[config.mk]
export PLATFORM = sky130hd
export DESIGN_NAME = dsf_status_flags
export DESIGN_NICKNAME = d
export VERILOG_FILES = /design/src/dsf_pkg.sv /design/src/dsf_status_flags.sv
export SDC_FILE = /design/constraint.sdc
export NUM_CORES = 1
export LEC_CHECK = 0
export BUFFER_PORTS_ARGS = -buffer_cell sky130_fd_sc_hd__buf_2
export CAP_MARGIN = 10
export CELL_PAD_IN_SITES_DETAIL_PLACEMENT = 1
export CELL_PAD_IN_SITES_GLOBAL_PLACEMENT = 2
export CORE_MARGIN = 2
export CORE_UTILIZATION = 30
export DETAILED_ROUTE_END_ITERATION = 8
export GPL_TIMING_DRIVEN = 0
export PLACE_DENSITY_LB_ADDON = 0.1
export SETUP_SLACK_MARGIN = 0.4
export SYNTH_ARGS = -nofsm -noshare
export SYNTH_HDL_FRONTEND = slang
export SYNTH_SLANG_ARGS = --single-unit
[constraint.sdc]
create_clock -name SYS_CLK_I -period 1.8 [get_ports SYS_CLK_I]
set_clock_uncertainty 0.2 [all_clocks]
set_input_delay 0.09 -clock SYS_CLK_I [delete_from_list [all_inputs] [get_ports SYS_CLK_I]]
set_output_delay 0.09 -clock SYS_CLK_I [all_outputs]
set_load 0.05 [all_outputs]
[src/dsf_pkg.sv]
////////////////////////////////////////////////////////////////////////////////
// Purpose: Constants for the driver status flag word.
// Assumes: One 32-bit read-only word, one 10 MHz clock.
// Notes: Bit positions are the low bit of each field.
////////////////////////////////////////////////////////////////////////////////
package dsf_pkg;

  localparam logic [6:0] STATUS_ADDR = 7'h6f;
  localparam int unsigned STST_CYCLES_DEF = 1048576;
  localparam int unsigned CLK_PERIOD_NS = 100;

  localparam int unsigned OFF_TIME_W = 4;
  localparam int unsigned CS_W = 5;
  localparam int unsigned SYNC_W = 12;
  // The enable pin stage resets to its disabled level so the bridges stay off after reset.
  localparam logic [SYNC_W-1:0] SYNC_RST = 12'h400;

  localparam int unsigned BIT_STST = 31;
  localparam int unsigned BIT_QUIET = 30;
  localparam int unsigned BIT_CS_LO = 16;
  localparam int unsigned BIT_THERM_LO = 8;
  localparam int unsigned BIT_OPEN_LO = 6;
  localparam int unsigned BIT_SHORT_LO = 2;
  localparam int unsigned BIT_SHUTDOWN = 1;
  localparam int unsigned BIT_OTPW = 0;

  localparam logic [31:0] STATUS_RST = 32'h0000_0000;
  localparam logic [31:0] RESERVED_MASK = 32'h3fe0_f000;

  typedef enum logic {
    DSF_MODE_DYNAMIC,
    DSF_MODE_QUIET
  } dsf_mode_t;

endpackage

[src/dsf_status_flags.sv]
////////////////////////////////////////////////////////////////////////////////
// Purpose: Driver status flag word with latched faults and bridge enable.
// Assumes: Analog front ends and the step pin are asynchronous; config is local.
// Notes: Writes to the status word have no path into this block.
////////////////////////////////////////////////////////////////////////////////
// Overview of operation
// - Status flags and current level read back as one word at address 0x6F.
// - Bit 31 sets after 2^20 clocks without step pulse, clears on stepping.
// - Bit 30 is one in quiet voltage mode, zero in dynamic current mode.
// - Bits 20 to 16 show the current scaling value presently applied.
// - Bits 11 to 8 mirror the 157, 150, 143 and 120 degree comparators.
// - Bits 7 and 6 show open load on phases B and A, no protective action.
// - Low-side short on phase B or A sets bit 5 or 4, disables driver.
// - Short to ground on phase B or A sets bit 3 or 2, disables driver.
// - Separate short flags are kept for each chopper mode.
// - Bit 1 sets at the selected shutdown limit, shared by both bridges.
// - Bit 0 sets above the selected pre-warning threshold, shared flag.
`timescale 1ns/10ps

module dsf_status_flags #(
  parameter int unsigned STST_CYCLES = dsf_pkg::STST_CYCLES_DEF
) (
  input wire logic SYS_CLK_I,
  input wire logic RESET_N_I,
  input wire logic STEP_I,
  input wire logic ENABLE_N_PIN_I,
  input wire logic [3:0] THERMAL_CMP_I,
  input wire logic [1:0] OPEN_LOAD_I,
  input wire logic [3:0] SHORT_DET_I,
  input wire logic QUIET_MODE_I,
  input wire logic [dsf_pkg::CS_W-1:0] CS_ACTUAL_I,
  input wire logic [dsf_pkg::OFF_TIME_W-1:0] CHOPPER_OFF_TIME_I,
  input wire logic TEMP_SEL_I,
  input wire logic REG_RD_I,
  input wire logic [6:0] REG_ADDR_I,
  output logic [31:0] REG_RDATA_O,
  output logic REG_RVALID_O,
  output logic DRIVER_EN_O
);

  localparam int CW = $clog2(STST_CYCLES + 1);
  localparam logic [CW-1:0] CNT_MAX = CW'(STST_CYCLES);

  logic [dsf_pkg::SYNC_W-1:0] sync1_r;
  logic [dsf_pkg::SYNC_W-1:0] sync2_r;
  logic step_s;
  logic step_d_r;
  logic step_edge;
  logic enable_n_s;
  logic [3:0] therm_s;
  logic [1:0] open_s;
  logic [3:0] short_det_s;
  logic drv_off;
  logic [CW-1:0] stst_cnt_r;
  logic stst_r;
  logic [3:0] short_r [2];
  logic [3:0] short_cur;
  logic shutdown_s;
  logic pw_s;
  logic shutdown_lock_r;
  logic [31:0] status_r;
  logic [31:0] status_nxt;
  dsf_pkg::dsf_mode_t mode;

  //////////////////////////////////////////////////////////////////////////////
  // Two-stage synchronisers for the pin and analog front-end inputs.
  always_ff @(posedge SYS_CLK_I) begin
    if (!RESET_N_I) begin
      sync1_r <= dsf_pkg::SYNC_RST;
      sync2_r <= dsf_pkg::SYNC_RST;
    end else begin
      sync1_r <= {STEP_I, ENABLE_N_PIN_I, THERMAL_CMP_I, OPEN_LOAD_I, SHORT_DET_I};
      sync2_r <= sync1_r;
    end
  end

  assign step_s = sync2_r[11];
  assign enable_n_s = sync2_r[10];
  assign therm_s = sync2_r[9:6];
  assign open_s = sync2_r[5:4];
  assign short_det_s = sync2_r[3:0];
  assign mode = QUIET_MODE_I ? dsf_pkg::DSF_MODE_QUIET : dsf_pkg::DSF_MODE_DYNAMIC;
  assign drv_off = enable_n_s | (CHOPPER_OFF_TIME_I == '0);

  //////////////////////////////////////////////////////////////////////////////
  // Standstill detection.
  always_ff @(posedge SYS_CLK_I) begin
    if (!RESET_N_I) begin
      step_d_r <= 1'b0;
    end else begin
      step_d_r <= step_s;
    end
  end

  assign step_edge = step_s & ~step_d_r;

  always_ff @(posedge SYS_CLK_I) begin
    if (!RESET_N_I) begin
      stst_cnt_r <= '0;
      stst_r <= 1'b0;
    end else if (step_edge) begin
      stst_cnt_r <= '0;
      stst_r <= 1'b0;
    end else if (stst_cnt_r != CNT_MAX) begin
      stst_cnt_r <= stst_cnt_r + 1'b1;
      stst_r <= (stst_cnt_r == CNT_MAX - 1'b1);
    end
  end

  //////////////////////////////////////////////////////////////////////////////
  // Latched short flags, one set per chopper mode; a new detection wins.
  generate
    for (genvar m = 0; m < 2; m++) begin : g_short
      always_ff @(posedge SYS_CLK_I) begin
        if (!RESET_N_I) begin
          short_r[m] <= '0;
        end else begin
          short_r[m] <= (drv_off ? 4'h0 : short_r[m])
                        | (short_det_s & {4{mode == dsf_pkg::dsf_mode_t'(m)}});
        end
      end
    end
  endgenerate

  assign short_cur = short_r[mode];

  //////////////////////////////////////////////////////////////////////////////
  // Over-temperature selection and shutdown lock.
  assign shutdown_s = TEMP_SEL_I ? therm_s[3] : therm_s[1];
  assign pw_s = TEMP_SEL_I ? therm_s[1] : therm_s[0];

  always_ff @(posedge SYS_CLK_I) begin
    if (!RESET_N_I) begin
      shutdown_lock_r <= 1'b0;
    end else begin
      shutdown_lock_r <= shutdown_s | (shutdown_lock_r & pw_s);
    end
  end

  always_ff @(posedge SYS_CLK_I) begin
    if (!RESET_N_I) begin
      DRIVER_EN_O <= 1'b0;
    end else begin
      DRIVER_EN_O <= ~drv_off & ~(|short_r[0]) & ~(|short_r[1])
                     & ~shutdown_lock_r & ~shutdown_s;
    end
  end

  //////////////////////////////////////////////////////////////////////////////
  // Status word assembly and read port.
  always_comb begin
    status_nxt = dsf_pkg::STATUS_RST;
    status_nxt[dsf_pkg::BIT_STST] = stst_r;
    status_nxt[dsf_pkg::BIT_QUIET] = (mode == dsf_pkg::DSF_MODE_QUIET);
    status_nxt[dsf_pkg::BIT_CS_LO +: dsf_pkg::CS_W] = CS_ACTUAL_I;
    status_nxt[dsf_pkg::BIT_THERM_LO +: 4] = therm_s;
    status_nxt[dsf_pkg::BIT_OPEN_LO +: 2] = open_s;
    status_nxt[dsf_pkg::BIT_SHORT_LO +: 4] = short_cur;
    status_nxt[dsf_pkg::BIT_SHUTDOWN] = shutdown_s;
    status_nxt[dsf_pkg::BIT_OTPW] = pw_s;
  end

  always_ff @(posedge SYS_CLK_I) begin
    if (!RESET_N_I) begin
      status_r <= dsf_pkg::STATUS_RST;
    end else begin
      status_r <= status_nxt;
    end
  end

  always_ff @(posedge SYS_CLK_I) begin
    if (!RESET_N_I) begin
      REG_RDATA_O <= '0;
      REG_RVALID_O <= 1'b0;
    end else begin
      REG_RVALID_O <= REG_RD_I;
      REG_RDATA_O <= (REG_RD_I && REG_ADDR_I == dsf_pkg::STATUS_ADDR) ? status_r : '0;
    end
  end
endmodule // dsf_status_flags

==> results.yml, run 1 <==
critical_path:
  critPathKind: "reg2reg"
  cp_slowest_cell: "or4_4"
  cpPeakStageDelay_ns: 0.44
  crit_path_end_kind: "flip-flop"
  worst_r2r_path_depth: 5
  critical_path.top_delay_family: "simple AND/OR/NAND/NOR gates"
  critPathLaunchType: "flip-flop"
  cp_max_fo: 4
  path_cells: "ha_4 -> nand3_4 -> or3_4 -> or4_4 -> a21oi_2"
  cp.depth: 5
  cp.required_ns: 1.90
  critPathBufInv: 0
  cp.arrival_ns: 1.94
detailed_routing:
  drtAntennaViolNets: 0
  wl_per_cell_um: 12.75
  via_per_inst: 4.319
  route.detailed.drc: 0
  first_pass_iters: 4
  vias: 2561
  routed_wl_mm: 7.563
  drt_iter0_markers: 56
placement:
  pre_cts_ws_ns: -0.1817
  placed_cells: 528
  place_area_mm2: 0.003816
  hpwl_mm: 4.808
  gp_congestion: 0.7177
  port_buffers: 53
logic_synthesis:
  synth-seq-cells: 96
  synth_top_area_share_pct: 58.43
  synth_edf_count: 0
  ys_seq_area_share_pct: 58.43
  syn_area_per_cell_um2: 10.18
  synth_flop_cell: "dfxtp_1"
  syn-instance-count: 323
  synthArstFlopShare_pct: 0
  yosysTopAreaCell: "dfxtp_1"
  synthDistinctLibCells: 39
  yosysWarnings: 0
  synthesis.area_mm2: 0.003289
  synth_area_leaders: "dfxtp_1, and2_1, nor2_1, buf_4, xnor2_1"
floorplanning:
  die_height_um: 108.7
  core.rowCount: 38
  design.portCount: 67
  die_x_um: 108.7
  dieArea_mm2: 0.01182
  core_mm2: 0.01075
  start_util_pct: 30.61
finish:
  final_common_cell: "dfxtp_1"
  syn2layout_area_growth_pct: 42.64
  fillers: 1245
  fin_nets: 483
  final_cell_mix: "dfxtp_1, and2_1, buf_2"
  antennaDiodeCount: 0
  instances_no_fill: 593
  drive_gt1_share_pct: 35.76
  design_area_mm2: 0.004692
clock_tree:
  clk_pin_slew_worst_paths_ns: 0.11
  cts_max_path_buffers: 2
  clock-sinks: 96
  clock-root-buffer: "clkbuf_8"
  cts_tree: "done"
  h-tree-depth: 3
  worstSkewPairLatency_ns: 0.36
  numCtsBuffers: 9
grt:
  antenna_found_initial: 0
  busiest_layer: "met2"
  grt_start_max_net_pins: 20
  gr-total-overflow: 0
  use_met1_pct: 16.12
  grt_pass1_wl_mm: 12.36
  grt_pass1_vias: 2543
  grt_use_met2_pct: 23.88
  grt_usage_pct: 13.56
  use_met3_pct: 3.766
power:
  p_leak_uw: 0.002053
  peakVddDrop_uv: 454.7
  p_per_area_mw_per_mm2: 835.3
worst_hold_path:
  hold_path.class: "in2reg"
  whs_path_depth: 4
timing:
  fmax_ghz: 0.5432
  fin_crit_ns: 1.841
  post-route-period-util_pct: 102.3
  hold_viol: 4
  rsz0062_at_grt: "yes"
  final_max_slew_viol_count: 0
  setup_viol: 5
  slew_headroom_pct: 62.12
  tightest_slew_ns: 0.5682
  setup_slack_ns: -0.04082
  holdWs_ns: -0.005985
run:
  max_cap_viol_count: 0
status:
  status: "finished, violations left"
  violations: "hold timing, setup timing"
[registers in the layout, summed over array words and instances, names as in the netlist]
register and count:
shutdown_lock_r 1, stst_r 1, status_r 19, REG_RDATA_O 19, short_r 8, stst_cnt_r 21, sync2_r 12, DRIVER_EN_O 1
sync1_r 12, REG_RVALID_O 1, step_d_r 1
[report_power, final]
part / switching, uW / internal [uW]
combinational: 177 / 155
sequential: 22.2 / 2160
clock: 855 / 548
total: 1050 / 2870
[tightest hold or removal path, delay by kind of cell]
family	cells	cell delay (ns)
and+or+nand+nor	3	0.33
buffers and inverters	1	0.10
[metal layers]
layer,wire length [um],vias up
li1,-,1298
met1,3287,1202
met2,3845,54
met3,343,7
met4,86,0
met5,0,-
[area by class of cell]
cell class,count,area (um^2),area share [%]
Inverter,10,42.54,0.9067
Timing Repair Buffer,102,733.2,15.63
Buffer,25,170.2,3.627
Clock inverter,7,75.07,1.600
Multi-Input combinational cell,204,1408,30.00
Sequential cell,96,1964,41.87
Clock buffer,9,123.9,2.640
Tap cell,140,175.2,3.733
[through the flow]
stage	total power, uW	utilization, %	setup TNS, ns
after floorplan	2421	-	0
after global placement	2492	35.51	-2.431
after detailed placement	2498	35.51	-2.024
after CTS	3978	41.90	-0.2199
after global routing	4119	43.67	-0.6858
final	3919	43.67	-0.1369
[path summary, 6_finish.rpt]
check | startpoint | to | slack (ns)
min reg2reg | sync1_r[6] | sync2_r[6] | 0.23
max reg2reg | stst_cnt_r[1] | stst_cnt_r[20] | -0.04
min | REG_ADDR_I[1] | REG_RDATA_O[4] | -0.006
max | stst_cnt_r[1] | stst_cnt_r[20] | -0.04
[synth_stat cells (2+ instances only)]
library cell and number:
buf_4 13, o21ai_0 5, nor4_1 10, mux2i_1 6
o31ai_1 2, nand4_1 6, nor2b_1 4, a22oi_1 4
nor3_1 5, nor2_1 30, xor2_1 4, a211o_1 2
or3_2 2, or3_1 3, xnor2_1 8, ha_1 2
and4_1 2, nand3_1 7, or3_4 2, nand2b_1 2
dfxtp_1 96, nand2_1 8, and2_1 54, a21oi_1 13
inv_1 10, clkbuf_1 10
[repair_timing]
action / in CTS / in global routing
endpoints found under the setup margin: 32 / 44
gates cloned: 0 / 0
hold buffers: 22 / 0
hold endpoints to repair: 38 / 0
buffers inserted: 19 / 8
gates resized for setup: 33 / 38
pin swaps: 10 / 20
[cell families after synthesis]
logic type	Yosys count	synth area share, %
DFF	96	58.43
xor gates and xnor gates	12	3.195
buffers and inverters	35	5.515
other	1	0.1140
adders and majority gates	2	0.7606
AOI/OAI and AO/OA	28	5.021
and+or+nand+nor	143	25.14
muxes	6	1.826
No activity file was read; power rests on OpenSTA's default activity.
==> run 2: changes to the inputs <==
--- a/config.mk
+++ b/config.mk
@@ -13,6 +13,7 @@
 export CORE_UTILIZATION = 30
 export DETAILED_ROUTE_END_ITERATION = 8
 export GPL_TIMING_DRIVEN = 0
+export MAX_ROUTING_LAYER = met4
 export PLACE_DENSITY_LB_ADDON = 0.1
 export SETUP_SLACK_MARGIN = 0.4
 export SYNTH_ARGS = -nofsm -noshare
==> results.yml, run 2 (synthesis results as in run 1) <==
critical_path:
  crit_path_end_kind: "flip-flop"
  path_cells: "ha_4 -> nand3_4 -> or3_4 -> or4_4 -> a21oi_2"
  cp.arrival_ns: 1.93
  critPathLaunchType: "flip-flop"
  cpPeakStageDelay_ns: 0.44
  critPathKind: "reg2reg"
  cp_slowest_cell: "or4_4"
  worst_r2r_path_depth: 5
  cp_max_fo: 4
  cp.required_ns: 1.90
power:
  p_int_uw: 2865
  peakVddDrop_uv: 454.7
  p_leak_uw: 0.002053
  p_per_area_mw_per_mm2: 835.2
  p_sw_uw: 1053
  power_frac_comb_pct: 8.5
  totalPowerFinal_uw: 3919
  p_clk_share_pct: 35.8
  sw_frac_of_total_pct: 26.88
  pwr-share-seq_pct: 55.7
finish:
  utilization_pct: 43.67
  fin_nets: 483
  drive_gt1_share_pct: 35.76
  regMostFlops: "stst_cnt_r"
  final_common_cell: "dfxtp_1"
  top_regs: "stst_cnt_r: 21 flops, REG_RDATA_O: 19 flops, status_r: 19 flops"
  antennaDiodeCount: 0
  final_cell_mix: "dfxtp_1, and2_1, buf_2"
  instances_no_fill: 593
  syn2layout_area_growth_pct: 42.64
  design_area_mm2: 0.004692
  largest_reg_flops: 21
timing:
  fin_crit_ns: 1.834
  setup_viol: 5
  slew_headroom_pct: 61.65
  hold_viol: 4
  rsz0062_at_grt: "yes"
  post-route-period-util_pct: 101.9
  holdWs_ns: -0.006014
  tightest_slew_ns: 0.5753
  final_max_slew_viol_count: 0
  setup_slack_ns: -0.03414
  fmax_ghz: 0.5452
floorplanning:
  core_mm2: 0.01075
  die_x_um: 108.7
  dieArea_mm2: 0.01182
  design.portCount: 67
  die_height_um: 108.7
  start_util_pct: 30.61
  core.rowCount: 38
placement:
  place_area_mm2: 0.003816
  gp_congestion: 0.7261
  port_buffers: 53
  hpwl_mm: 4.808
  placed_cells: 528
  pre_cts_ws_ns: -0.1817
clock_tree:
  numCtsBuffers: 9
  clk_pin_slew_worst_paths_ns: 0.11
  h-tree-depth: 3
  worstSkewPairLatency_ns: 0.36
  cts_max_path_buffers: 2
  cts_tree: "done"
  clock-root-buffer: "clkbuf_8"
  clock-sinks: 96
status:
  violations: "hold timing, setup timing"
  status: "finished, violations left"
grt:
  grt_pass1_vias: 2546
  gr-total-overflow: 0
  grt_usage_pct: 13.96
  antenna_found_initial: 0
  grt_pass1_wl_mm: 12.35
  grt_start_max_net_pins: 20
detailed_routing:
  wl_per_cell_um: 12.76
  routed_wl_mm: 7.566
  first_pass_iters: 4
  route.detailed.drc: 0
  vias: 2553
  drtAntennaViolNets: 0
  drt_iter0_markers: 59
  via_per_inst: 4.305
run:
  max_cap_viol_count: 0
worst_hold_path:
  whs_path_depth: 4
  hold_path.class: "in2reg"
[run 2: power groups by stage]
stage	Clock [uW]	Combinational [uW]	Sequential, uW
5_1_grt	1560	367	2190
3_5_place_dp	0	252	2250
4_1_cts	1470	316	2190
6_report	1400	331	2180
3_3_place_gp	0	248	2240
2_1_floorplan	0	175	2250
[run 2: per-layer routing]
layer | global-route usage, % | part of all wire [%] | vias to the layer above
met3 | 3.766 | 4.5 | 7
met2 | 23.88 | 51 | 52
met4 | 3.846 | 1.1 | 0
met1 | 16.12 | 43 | 1197
met5 | - | 0 | -
li1 | - | - | 1297
[run 2: what timing repair did]
| action | 4_1_cts | 5_1_grt |
|---|---|---|
| hold buffers | 22 | 0 |
| hold endpoints to repair | 38 | 0 |
| gates resized for setup | 33 | 38 |
| setup endpoints to repair | 32 | 43 |
| pin swaps | 10 | 20 |
| buffers inserted | 19 | 8 |
| cloned | 0 | 0 |
[run 2: final timing paths]
path	from	to	slack, ns
setup / recovery	stst_cnt_r[1]	stst_cnt_r[20]	-0.03
hold / removal	REG_ADDR_I[1]	REG_RDATA_O[4]	-0.006
setup reg to reg	stst_cnt_r[1]	stst_cnt_r[20]	-0.03
hold reg to reg	sync1_r[6]	sync2_r[6]	0.23
[run 2: layout make-up]
| type | count | area, um^2 |
|---|---|---|
| Timing Repair Buffer | 102 | 733.2 |
| Inverter | 10 | 42.54 |
| Clock buffer | 9 | 123.9 |
| Fill cell | 1245 | 6053 |
| Clock inverter | 7 | 75.07 |
| Sequential cell | 96 | 1964 |
| Multi-Input combinational cell | 204 | 1408 |
| Buffer | 25 | 170.2 |
| Tap cell | 140 | 175.2 |
[run 2: through the flow]
step           setup TNS, ns  hold WS (ns)
3_3_place_gp          -2.431       0.08066
2_1_floorplan              0     -0.008529
4_1_cts              -0.2199      -0.02539
5_1_grt              -0.6859       0.03331
3_5_place_dp          -2.024       0.08890
6_report             -0.1188     -0.006014
[run 2: critical path, delay by kind of cell (launching register included)]
kind | cells | cell delay, ns
flip-flops | 1 | 0.39
adder cells (fa/ha/maj) | 1 | 0.15
AO/OA/AOI/OAI | 1 | 0.14
AND/OR/NAND/NOR | 3 | 0.89
